[src/pkg/das_pkg.sv]
// Constants shared by the drive auxiliary supervisor
package das_pkg;
  // ---------------------------------------------------------------
  // Clock and timing
  // ---------------------------------------------------------------
  localparam int unsigned CLK_HZ = 20000000;
  localparam int unsigned FAN_PRERUN_S = 60;
  localparam longint unsigned FAN_PRERUN_CYC = longint'(FAN_PRERUN_S) * CLK_HZ;
  // Rapid stop ramp: 0.01 s units, 0.00..650.00 s, default 1.00
  localparam logic [15:0] RSTOP_MAX = 16'hFDE8;
  localparam logic [15:0] RSTOP_DEF = 16'h0064;

  // ---------------------------------------------------------------
  // Register map (byte address, word index = address / 4)
  // ---------------------------------------------------------------
  localparam logic [7:0] A_BRAKE_CTRL = 8'h00;  // [0] enable, [14:8] duty rate
  localparam logic [7:0] A_BRAKE_VOLT = 8'h04;  // Threshold, 0.1 % units
  localparam logic [7:0] A_FREQ_CTRL = 8'h08;  // [0] below-limit action
  localparam logic [7:0] A_LOW_FREQ = 8'h0C;  // Lower limit, 0.01 Hz
  localparam logic [7:0] A_FAN_CTRL = 8'h10;  // Three decimal digits
  localparam logic [7:0] A_OVERMOD = 8'h14;  // 0.01 units
  localparam logic [7:0] A_MOD_CTRL = 8'h18;  // [0] switch opt, [5:4] dead zone
  localparam logic [7:0] A_MOD_FREQ = 8'h1C;  // 0.01 Hz
  localparam logic [7:0] A_JOG_CTRL = 8'h20;  // [0] jog priority, [2:1] cmd source
  localparam logic [7:0] A_RSTOP = 8'h24;  // 0.01 s
  localparam logic [7:0] A_CUR_THR = 8'h28;  // [15:0] thr, [31:16] hyst, 0.1 %
  localparam logic [7:0] A_TRQ_THR = 8'h2C;  // [15:0] thr, [31:16] hyst, 0.1 %
  localparam logic [7:0] A_STATUS = 8'h30;  // Read only

  // ---------------------------------------------------------------
  // Reset values and limits
  // ---------------------------------------------------------------
  localparam logic [6:0] DUTY_MIN = 7'h14;  // 20 %
  localparam logic [6:0] DUTY_MAX = 7'h64;  // 100 %
  localparam logic [15:0] BVOLT_DEF = 16'h04E2;  // 125.0 %
  localparam logic [9:0] FAN_DEF = 10'h101;  // Digits 1, 0, 1 as BCD nibbles
  localparam logic [6:0] OVM_MIN = 7'h64;  // 1.00
  localparam logic [6:0] OVM_MAX = 7'h6E;  // 1.10
  localparam logic [6:0] OVM_DEF = 7'h69;  // 1.05
  localparam logic [15:0] MODF_DEF = 16'h05DC;  // 15.00 Hz
  localparam logic [15:0] PCT_MAX = 16'h0BB8;  // 300.0 %
  localparam logic [15:0] THR_DEF = 16'h03E8;  // 100.0 %
  localparam logic [15:0] HYST_DEF = 16'h0032;  // 5.0 %
  localparam logic [1:0] DZ_DEF = 2'h1;
  localparam logic [1:0] SRC_TERMINAL = 2'h1;
  // Fan temperature band, 0.1 degC units
  localparam logic [15:0] FAN_ON_T = 16'h01C2;  // 45.0
  localparam logic [15:0] FAN_OFF_T = 16'h0190;  // 40.0

  // ---------------------------------------------------------------
  // Fan enumerations
  // ---------------------------------------------------------------
  typedef enum logic [1:0] {
    FAN_POWER = 2'h0,
    FAN_START = 2'h1,
    FAN_TEMP = 2'h2
  } das_fan_mode_t;
  typedef enum logic [1:0] {
    FS_PRERUN = 2'h0,
    FS_MODE = 2'h1
  } das_fan_state_t;
endpackage

[src/verilog/das_top.sv]
// Drive auxiliary supervisor: braking, fan, modulation, jog and reach flags
module das_top
  import das_pkg::*;
#(
  parameter longint unsigned PRERUN_CYC = FAN_PRERUN_CYC,
  parameter int unsigned PWM_STEPS = 100
) (
  // Clock and reset
  input wire logic mclk_i,
  input wire logic rst_b_i,
  // Register port
  input wire logic [7:0] addr_i,
  input wire logic [31:0] wdata_i,
  input wire logic wr_i,
  input wire logic rd_i,
  output logic [31:0] rdata_o,
  // Measurements, 0.1 % / 0.1 degC / 0.01 Hz units
  input wire logic [15:0] bus_volt_i,
  input wire logic [15:0] temp_i,
  input wire logic [15:0] out_cur_i,
  input wire logic [15:0] out_trq_i,
  input wire logic [15:0] out_freq_i,
  input wire logic [15:0] set_freq_i,
  // Drive status
  input wire logic running_i,
  input wire logic jog_term_i,
  // Outputs to power stage, fan and terminals
  output logic brake_sw_o,
  output logic fan_on_o,
  output logic fan_low_speed_o,
  output logic shutdown_o,
  output logic [15:0] freq_cmd_o,
  output logic five_seg_o,
  output logic [1:0] dead_zone_o,
  output logic [6:0] overmod_o,
  output logic jog_select_o,
  output logic [15:0] ramp_time_o,
  output logic cur_reached_o,
  output logic trq_reached_o
);

  // ---------------------------------------------------------------
  // Elaboration checks
  // ---------------------------------------------------------------
  if (PWM_STEPS != 100) begin : g_chk_steps
    $error("PWM_STEPS must be 100 so the rate maps to percent");
  end
  if (PRERUN_CYC < 1) begin : g_chk_pre
    $error("PRERUN_CYC must be at least one cycle");
  end

  // ---------------------------------------------------------------
  // Reset release
  // ---------------------------------------------------------------
  logic rst_s1_q;
  logic rst_n_q;

  // Async assert, two-stage synchronous release
  always_ff @(posedge mclk_i or negedge rst_b_i) begin
    if (!rst_b_i) begin
      rst_s1_q <= 1'b0;
      rst_n_q <= 1'b0;
    end else begin
      rst_s1_q <= 1'b1;
      rst_n_q <= rst_s1_q;
    end
  end

  // ---------------------------------------------------------------
  // Parameter registers
  // ---------------------------------------------------------------
  logic brake_en_q;
  logic [6:0] duty_q;
  logic [15:0] bvolt_q;
  logic below_act_q;
  logic [15:0] low_freq_q;
  logic [9:0] fan_set_q;
  logic [6:0] ovm_q;
  logic mod_sw_q;
  logic [1:0] dz_q;
  logic [15:0] mod_freq_q;
  logic jog_pri_q;
  logic [1:0] cmd_src_q;
  logic [15:0] rstop_q;
  logic [15:0] cur_thr_q;
  logic [15:0] cur_hys_q;
  logic [15:0] trq_thr_q;
  logic [15:0] trq_hys_q;

  // Write decode; out-of-range values are refused, register keeps its value
  wire wr_brk = wr_i && addr_i == A_BRAKE_CTRL;
  wire [6:0] w_duty = wdata_i[14:8];
  wire duty_ok = w_duty >= DUTY_MIN && w_duty <= DUTY_MAX;
  wire [6:0] w_ovm = wdata_i[6:0];
  wire ovm_ok = w_ovm >= OVM_MIN && w_ovm <= OVM_MAX;
  wire [3:0] w_d0 = wdata_i[3:0];
  wire [3:0] w_d1 = wdata_i[7:4];
  wire [3:0] w_d2 = wdata_i[11:8];
  // fan digits as BCD, each digit in range
  wire fan_ok = w_d0 <= 4'h2 && w_d1 <= 4'h1 && w_d2 >= 4'h1 && w_d2 <= 4'h2;
  wire dz_ok = wdata_i[5:4] != 2'h3;
  wire rstop_ok = wdata_i[15:0] <= RSTOP_MAX;
  // threshold range checks, hysteresis bounded by threshold
  wire cur_ok = wdata_i[15:0] <= PCT_MAX && wdata_i[31:16] <= wdata_i[15:0];
  wire trq_ok = cur_ok;

  // Configuration storage
  always_ff @(posedge mclk_i or negedge rst_n_q) begin
    if (!rst_n_q) begin
      brake_en_q <= 1'b0;
      duty_q <= DUTY_MAX;
      bvolt_q <= BVOLT_DEF;
      below_act_q <= 1'b0;
      low_freq_q <= 16'h0000;
      fan_set_q <= FAN_DEF;
      ovm_q <= OVM_DEF;
      mod_sw_q <= 1'b0;
      dz_q <= DZ_DEF;
      mod_freq_q <= MODF_DEF;
      jog_pri_q <= 1'b0;
      cmd_src_q <= 2'h0;
      rstop_q <= RSTOP_DEF;
      cur_thr_q <= THR_DEF;
      cur_hys_q <= HYST_DEF;
      trq_thr_q <= THR_DEF;
      trq_hys_q <= HYST_DEF;
    end else if (wr_i) begin
      if (wr_brk) begin
        brake_en_q <= wdata_i[0];
        if (duty_ok) begin
          duty_q <= w_duty;
        end
      end
      if (addr_i == A_BRAKE_VOLT) begin
        bvolt_q <= wdata_i[15:0];
      end
      if (addr_i == A_FREQ_CTRL) begin
        below_act_q <= wdata_i[0];
      end
      if (addr_i == A_LOW_FREQ) begin
        low_freq_q <= wdata_i[15:0];
      end
      if (addr_i == A_FAN_CTRL && fan_ok) begin
        fan_set_q <= wdata_i[9:0];
      end
      if (addr_i == A_OVERMOD && ovm_ok) begin
        ovm_q <= w_ovm;
      end
      if (addr_i == A_MOD_CTRL) begin
        mod_sw_q <= wdata_i[0];
        if (dz_ok) begin
          dz_q <= wdata_i[5:4];
        end
      end
      if (addr_i == A_MOD_FREQ) begin
        mod_freq_q <= wdata_i[15:0];
      end
      if (addr_i == A_JOG_CTRL) begin
        jog_pri_q <= wdata_i[0];
        cmd_src_q <= wdata_i[2:1];
      end
      if (addr_i == A_RSTOP && rstop_ok) begin
        rstop_q <= wdata_i[15:0];
      end
      if (addr_i == A_CUR_THR && cur_ok) begin
        cur_thr_q <= wdata_i[15:0];
        cur_hys_q <= wdata_i[31:16];
      end
      if (addr_i == A_TRQ_THR && trq_ok) begin
        trq_thr_q <= wdata_i[15:0];
        trq_hys_q <= wdata_i[31:16];
      end
    end
  end

  // ---------------------------------------------------------------
  // Dynamic braking
  // ---------------------------------------------------------------
  logic braking_q;
  logic [6:0] pwm_cnt_q;
  logic brake_sw_q;

  wire brk_start = brake_en_q && bus_volt_i > bvolt_q;
  // stop below threshold; equal keeps the present state
  wire brk_stop = !brake_en_q || bus_volt_i < bvolt_q;
  wire braking_d = brk_start ? 1'b1 : (brk_stop ? 1'b0 : braking_q);
  wire [6:0] pwm_next = pwm_cnt_q == 7'(PWM_STEPS - 1) ? 7'h00 : pwm_cnt_q + 7'h01;
  // duty equals rate; rate 100 keeps switch on all period
  wire brake_sw_d = braking_d && pwm_cnt_q < duty_q;

  // Braking state and chopper period counter
  always_ff @(posedge mclk_i or negedge rst_n_q) begin
    if (!rst_n_q) begin
      braking_q <= 1'b0;
      pwm_cnt_q <= 7'h00;
      brake_sw_q <= 1'b0;
    end else begin
      braking_q <= braking_d;
      pwm_cnt_q <= braking_d ? pwm_next : 7'h00;
      brake_sw_q <= brake_sw_d;
    end
  end

  // ---------------------------------------------------------------
  // Fan control
  // ---------------------------------------------------------------
  das_fan_state_t fan_st_q;
  logic [$clog2(PRERUN_CYC + 1)-1:0] pre_cnt_q;
  logic fan_temp_q;
  logic fan_q;
  logic low_spd_en_q;

  wire [1:0] fan_mode = fan_set_q[1:0];
  wire pwr_direct = fan_set_q[4];
  wire low_spd_en = fan_set_q[9:8] == 2'h2;
  wire fan_temp_d = temp_i > FAN_ON_T ? 1'b1 : (temp_i < FAN_OFF_T ? 1'b0 : fan_temp_q);
  wire pre_done = pre_cnt_q == ($bits(pre_cnt_q))'(PRERUN_CYC - 1);
  logic fan_mode_on;

  // Fan demand for the selected mode
  always_comb begin
    unique case (das_fan_mode_t'(fan_mode))
      FAN_POWER: fan_mode_on = 1'b1;
      FAN_START: fan_mode_on = running_i;
      FAN_TEMP: fan_mode_on = fan_temp_d;
      default: fan_mode_on = 1'b1;
    endcase
  end

  // one-minute prerun after power up, or direct mode
  always_ff @(posedge mclk_i or negedge rst_n_q) begin
    if (!rst_n_q) begin
      fan_st_q <= FS_PRERUN;
      pre_cnt_q <= '0;
      fan_temp_q <= 1'b0;
      fan_q <= 1'b0;
    end else begin
      fan_temp_q <= fan_temp_d;
      if (fan_st_q == FS_PRERUN && !pwr_direct && !pre_done) begin
        pre_cnt_q <= pre_cnt_q + 1'b1;
        fan_q <= 1'b1;
      end else begin
        fan_st_q <= FS_MODE;
        fan_q <= fan_mode_on;
      end
    end
  end

  // ---------------------------------------------------------------
  // Frequency, modulation and jog
  // ---------------------------------------------------------------
  logic shut_q;
  logic [15:0] fcmd_q;
  logic five_q;
  logic jog_q;

  wire below = set_freq_i < low_freq_q;
  wire five_d = mod_sw_q && out_freq_i > mod_freq_q;
  // direct jog only under terminal control with priority
  wire jog_d = cmd_src_q == SRC_TERMINAL && jog_pri_q && jog_term_i;

  // Operating selections
  always_ff @(posedge mclk_i or negedge rst_n_q) begin
    if (!rst_n_q) begin
      shut_q <= 1'b0;
      fcmd_q <= 16'h0000;
      five_q <= 1'b0;
      jog_q <= 1'b0;
    end else begin
      shut_q <= below && below_act_q;
      fcmd_q <= below ? (below_act_q ? 16'h0000 : low_freq_q) : set_freq_i;
      five_q <= five_d;
      jog_q <= jog_d;
    end
  end

  // ---------------------------------------------------------------
  // Current and torque reached
  // ---------------------------------------------------------------
  logic cur_q;
  logic trq_q;

  // set while running and strictly above
  wire cur_set = running_i && out_cur_i > cur_thr_q;
  // clear at or below threshold minus hysteresis, in any state
  wire cur_clr = {1'b0, out_cur_i} + {1'b0, cur_hys_q} <= {1'b0, cur_thr_q};
  wire trq_set = running_i && out_trq_i > trq_thr_q;
  wire trq_clr = {1'b0, out_trq_i} + {1'b0, trq_hys_q} <= {1'b0, trq_thr_q};

  always_ff @(posedge mclk_i or negedge rst_n_q) begin
    if (!rst_n_q) begin
      cur_q <= 1'b0;
      trq_q <= 1'b0;
    end else begin
      cur_q <= cur_set ? 1'b1 : (cur_clr ? 1'b0 : cur_q);
      trq_q <= trq_set ? 1'b1 : (trq_clr ? 1'b0 : trq_q);
    end
  end

  // ---------------------------------------------------------------
  // Read back
  // ---------------------------------------------------------------
  logic [31:0] rdata_q;
  logic [31:0] rd_mux;

  // Unmapped addresses read as zero
  always_comb begin
    unique case (addr_i)
      A_BRAKE_CTRL: rd_mux = {17'h0, duty_q, 7'h0, brake_en_q};
      A_BRAKE_VOLT: rd_mux = {16'h0, bvolt_q};
      A_FREQ_CTRL: rd_mux = {31'h0, below_act_q};
      A_LOW_FREQ: rd_mux = {16'h0, low_freq_q};
      A_FAN_CTRL: rd_mux = {22'h0, fan_set_q};
      A_OVERMOD: rd_mux = {25'h0, ovm_q};
      A_MOD_CTRL: rd_mux = {26'h0, dz_q, 3'h0, mod_sw_q};
      A_MOD_FREQ: rd_mux = {16'h0, mod_freq_q};
      A_JOG_CTRL: rd_mux = {29'h0, cmd_src_q, jog_pri_q};
      A_RSTOP: rd_mux = {16'h0, rstop_q};
      A_CUR_THR: rd_mux = {cur_hys_q, cur_thr_q};
      A_TRQ_THR: rd_mux = {trq_hys_q, trq_thr_q};
      A_STATUS: rd_mux = {24'h0, jog_q, five_q, shut_q, trq_q, cur_q, fan_q,
                          brake_sw_q, braking_q};
      default: rd_mux = 32'h0000_0000;
    endcase
  end

  // Read data stand one cycle after the strobe, zero otherwise
  always_ff @(posedge mclk_i or negedge rst_n_q) begin
    if (!rst_n_q) begin
      rdata_q <= 32'h0000_0000;
    end else begin
      rdata_q <= rd_i ? rd_mux : 32'h0000_0000;
    end
  end

  // ---------------------------------------------------------------
  // Outputs
  // ---------------------------------------------------------------
  assign rdata_o = rdata_q;
  assign brake_sw_o = brake_sw_q;
  assign fan_on_o = fan_q;
  assign fan_low_speed_o = low_spd_en_q;
  assign shutdown_o = shut_q;
  assign freq_cmd_o = fcmd_q;
  assign five_seg_o = five_q;
  assign dead_zone_o = dz_q;
  // ceiling scale in 0.01 units, max 1.10
  assign overmod_o = ovm_q;
  assign jog_select_o = jog_q;
  assign ramp_time_o = rstop_q;
  assign cur_reached_o = cur_q;
  assign trq_reached_o = trq_q;

  // Low-speed enable registered for a flop-driven output
  always_ff @(posedge mclk_i or negedge rst_n_q) begin
    if (!rst_n_q) begin
      low_spd_en_q <= 1'b0;
    end else begin
      low_spd_en_q <= low_spd_en;
    end
  end

endmodule

[config.mk]
export PLATFORM = sky130hd
export DESIGN_NAME = das_top
export DESIGN_NICKNAME = d
export VERILOG_FILES = /design/src/pkg/das_pkg.sv /design/src/verilog/das_top.sv
export SDC_FILE = /design/constraint.sdc
export NUM_CORES = 1
export LEC_CHECK = 0
export BUFFER_PORTS_ARGS = -buffer_cell sky130_fd_sc_hd__buf_2
export CORE_ASPECT_RATIO = 1.75
export CORE_MARGIN = 2
export CORE_UTILIZATION = 59
export CTS_CLUSTER_SIZE = 25
export DETAILED_ROUTE_END_ITERATION = 8
export PLACE_DENSITY = 0.91
export SETUP_SLACK_MARGIN = 0.02
export SYNTH_ARGS = -nofsm -noshare
export SYNTH_HDL_FRONTEND = slang
export SYNTH_SLANG_ARGS = --single-unit
[constraint.sdc]
create_clock -name mclk_i -period 10.1 [get_ports mclk_i]
set_clock_uncertainty 0.15 [all_clocks]
set_input_delay 1.01 -clock mclk_i [delete_from_list [all_inputs] [get_ports mclk_i]]
set_output_delay 1.01 -clock mclk_i [all_outputs]
set_load 0.005 [all_outputs]
==> qor.txt <==
Worst path arrival time = 4460 ps
Critical R2R Capture = cur_reached_o
Postcts setup bufs = 0
Clock Sink Count = 259
Final period util = 41.4%
Core Box Area = 26100 µm²
Post-DP HPWL = 37400 µm
WL per Instance = 23.3 µm
Reg2Reg Launch Point = cur_hys_q[1]
HP Class = primary input to asynchronous set/reset pin
Avg Cell Area, Syn = 10.1 µm²
DIE HEIGHT = 220 µm
Total power = 0.00229 W
Area growth, synth to finish = 14.2%
Simple-gate area share of the yosys netlist = 13.8%
Worst reg2reg setup slack = 6040 ps
# hold bufs at CTS = 0
Final setup vio count = 0
DIE AREA = 27900 µm²
Synthesized flop and latch total = 259
CP endpoint kind = flop
FP Rows = 78
GRT Total Usage = 35.1%
Status = finished clean
Critical path startpoint category = primary input
DRC viols = 0
Netlist cell types = 84
Vias in the first global route = 14300
Drt total wl = 49100 µm
Most frequent cells in the layout = buf_2, dfrtp_1, ha_1
Compound-cell area share of the yosys netlist = 13.9%
Vias/cell = 6.49
Slew of the pin with the lowest slew margin = 1240 ps
Routed Antenna Nets = 0
Slew margin rel. = 16.2%
Largest net degree at the start of global routing = 75
Clk Latency, worst-skew pair = 540 ps
# port buffers = 222
WP data required = 10370 ps
Filler cell count = 1931
Fin util = 68.6%
TNS Setup = 0 ps
Fin. Hold Viols = 0
Fmax = 239 MHz
Syn nets = 1866
R2R depth = 13
Max Buffers Root-to-Sink = 3
Seq/Total Area, Yosys = 41.7%
Die Width = 127 µm
Initial antenna violation count = 0
Share of post-route cells with drive strength above 1 = 22.6%
Most used flip-flop cell after synthesis = dfrtp_1
Initial Utilization = 60.1%
Gr ovfl total = 0
DR iter-0 viols = 1498
Syn. warnings = 0
ANT cells = 0
Post-layout min period = 4180 ps
Post-synthesis mux area share = 9.03%
# Max-Cap Violations = 0
Adder-cell area share of the yosys netlist = 13.8%
Max Transition Viols Final = 0
Clk pin slew, worst setup/hold paths = 70 ps
Routability cong. = 0.984
Clock Root Buffer = clkbuf_16
CTS Buf Count = 24
Synthesized instance count = 1553
Fin nets = 2080
I/O Pins = 223
Crit Path Category = primary input to flop
First-pass GRT wire length = 75900 µm
Placed cell count = 2061
Pwr per Cell Area = 128 nW/µm²
Post-Layout Cell Count = 2105
Post-synth EDFFs = 0
Post-CTS Resized = 0
XOR/XNOR share of the synthesized area = 3.24%
CP Max Fanout = 38
Post-Syn Area = 15700 µm²
RSZ-0062 raised after global routing = no
Async set-reset flop share out of synthesis = 100%
CTS tree = built
Largest family of logic cells by synthesized area = compound AO/OA/AOI/OAI gates
Leakage power = 8.88 nW
Commonest non-fill, non-tap cell in the layout = buf_2
Pre-Repair DR Iteration Count = 9
Max IR drop VDD = 0.000112 V
Vias post-DR = 13700
H-tree lvl count = 1
critical path, cell delays in order:
cell      delay, ps
buf_2            80
buf_4           510
nand3b_1        330
nor2_1         1010
nand2_1         950
mux2_2          540
cells in the mapped netlist, types with 8 or more instances:
| master | number | share of area (%) |
|---|---|---|
| nor3_1 | 15 | 0.48 |
| mux2_2 | 63 | 4.5 |
| o21ai_0 | 94 | 3.0 |
| and3_1 | 15 | 0.60 |
| nand4_1 | 49 | 2.0 |
| ha_1 | 169 | 13 |
| nor2_1 | 107 | 2.6 |
| a22o_1 | 8 | 0.45 |
| a211oi_1 | 9 | 0.43 |
| nand2_1 | 118 | 2.8 |
| a22oi_1 | 21 | 1.0 |
| a21o_1 | 33 | 1.6 |
| buf_2 | 13 | 0.42 |
| dfstp_2 | 43 | 7.2 |
| dfrtp_1 | 216 | 35 |
| clkbuf_1 | 24 | 0.58 |
| xnor2_1 | 42 | 2.3 |
| o211ai_1 | 9 | 0.43 |
| nand3_1 | 38 | 1.2 |
| xor2_1 | 16 | 0.89 |
| a222oi_1 | 10 | 0.64 |
| a21oi_1 | 59 | 1.9 |
| a31oi_1 | 21 | 0.84 |
| nor2b_1 | 18 | 0.72 |
| inv_1 | 127 | 3.0 |
| a221oi_1 | 12 | 0.67 |
| mux2_1 | 20 | 1.4 |
| mux2i_1 | 48 | 3.1 |
| nor4_1 | 15 | 0.60 |
stage by stage:
step                      instance area [µm²]  hold slack (ps)  setup WS, ps
after floorplan                         15700              181          2270
after global placement                  17100              185          5530
after detailed placement                17100              192          5380
after CTS                               17900             89.7          5960
after global routing                    17900             97.6          5750
final                                   17900             93.4          5920
where the power goes:
part / switching [W] / total, W / internal [W]
combinational: 0.000147 / 0.000241 / 0.0000945
sequential: 0.0000264 / 0.00109 / 0.00106
clock: 0.000414 / 0.000956 / 0.000542
total: 0.000587 / 0.00229 / 0.00170
sequential cells by signal, summed over array words and instances, names as in the netlist, 7 cells and up:
name,cells
rdata_o,32
pre_cnt_q,31
bvolt_q,16
cur_hys_q,16
cur_thr_q,16
freq_cmd_o,16
low_freq_q,16
mod_freq_q,16
ramp_time_o,16
trq_hys_q,16
trq_thr_q,16
fan_set_q,10
duty_q,7
overmod_o,7
pwm_cnt_q,7
worst max-delay path by stage:
stage                             from       endpoint  slack, ps  depth (start not counted)
after floorplan                rst_n_q    below_act_q       2270                          0
after global placement       addr_i[2]     bvolt_q[0]       5530                          6
after detailed placement  out_cur_i[1]  cur_reached_o       5380                         14
after CTS                 out_cur_i[1]  cur_reached_o       5960                         14
after global routing      out_cur_i[0]  cur_reached_o       5750                         17
final                        addr_i[2]     bvolt_q[0]       5920                          6
routing by layer:
layer  share of wire (%)  global-route usage [%]
met1                  34                    38.0
met2                  49                    60.0
met3                 6.9                    4.98
met4                 9.8                    29.9
met5                   0                       0
cells by family (layout without fill, tap and decap cells):
family	Yosys count	in the layout
AND/OR/NAND/NOR	425	425
buffers and inverters	177	409
other	1	1
multiplexers	131	131
AO/OA/AOI/OAI	331	331
adder cells (fa/ha/maj)	171	171
flip-flops	259	259
XOR/XNOR	58	58
area by class of cell:
class / instances / area, µm² / area share [%]
Multi-Input combinational cell: 1117 / 8440 / 47.2
Sequential cell: 259 / 6540 / 36.6
Timing Repair Buffer: 235 / 1210 / 6.76
Clock buffer: 35 / 713 / 3.99
Inverter: 130 / 488 / 2.73
Tap cell: 320 / 400 / 2.24
Clock inverter: 9 / 98.8 / 0.553
Note: power is estimated with default switching activity, not from simulation.
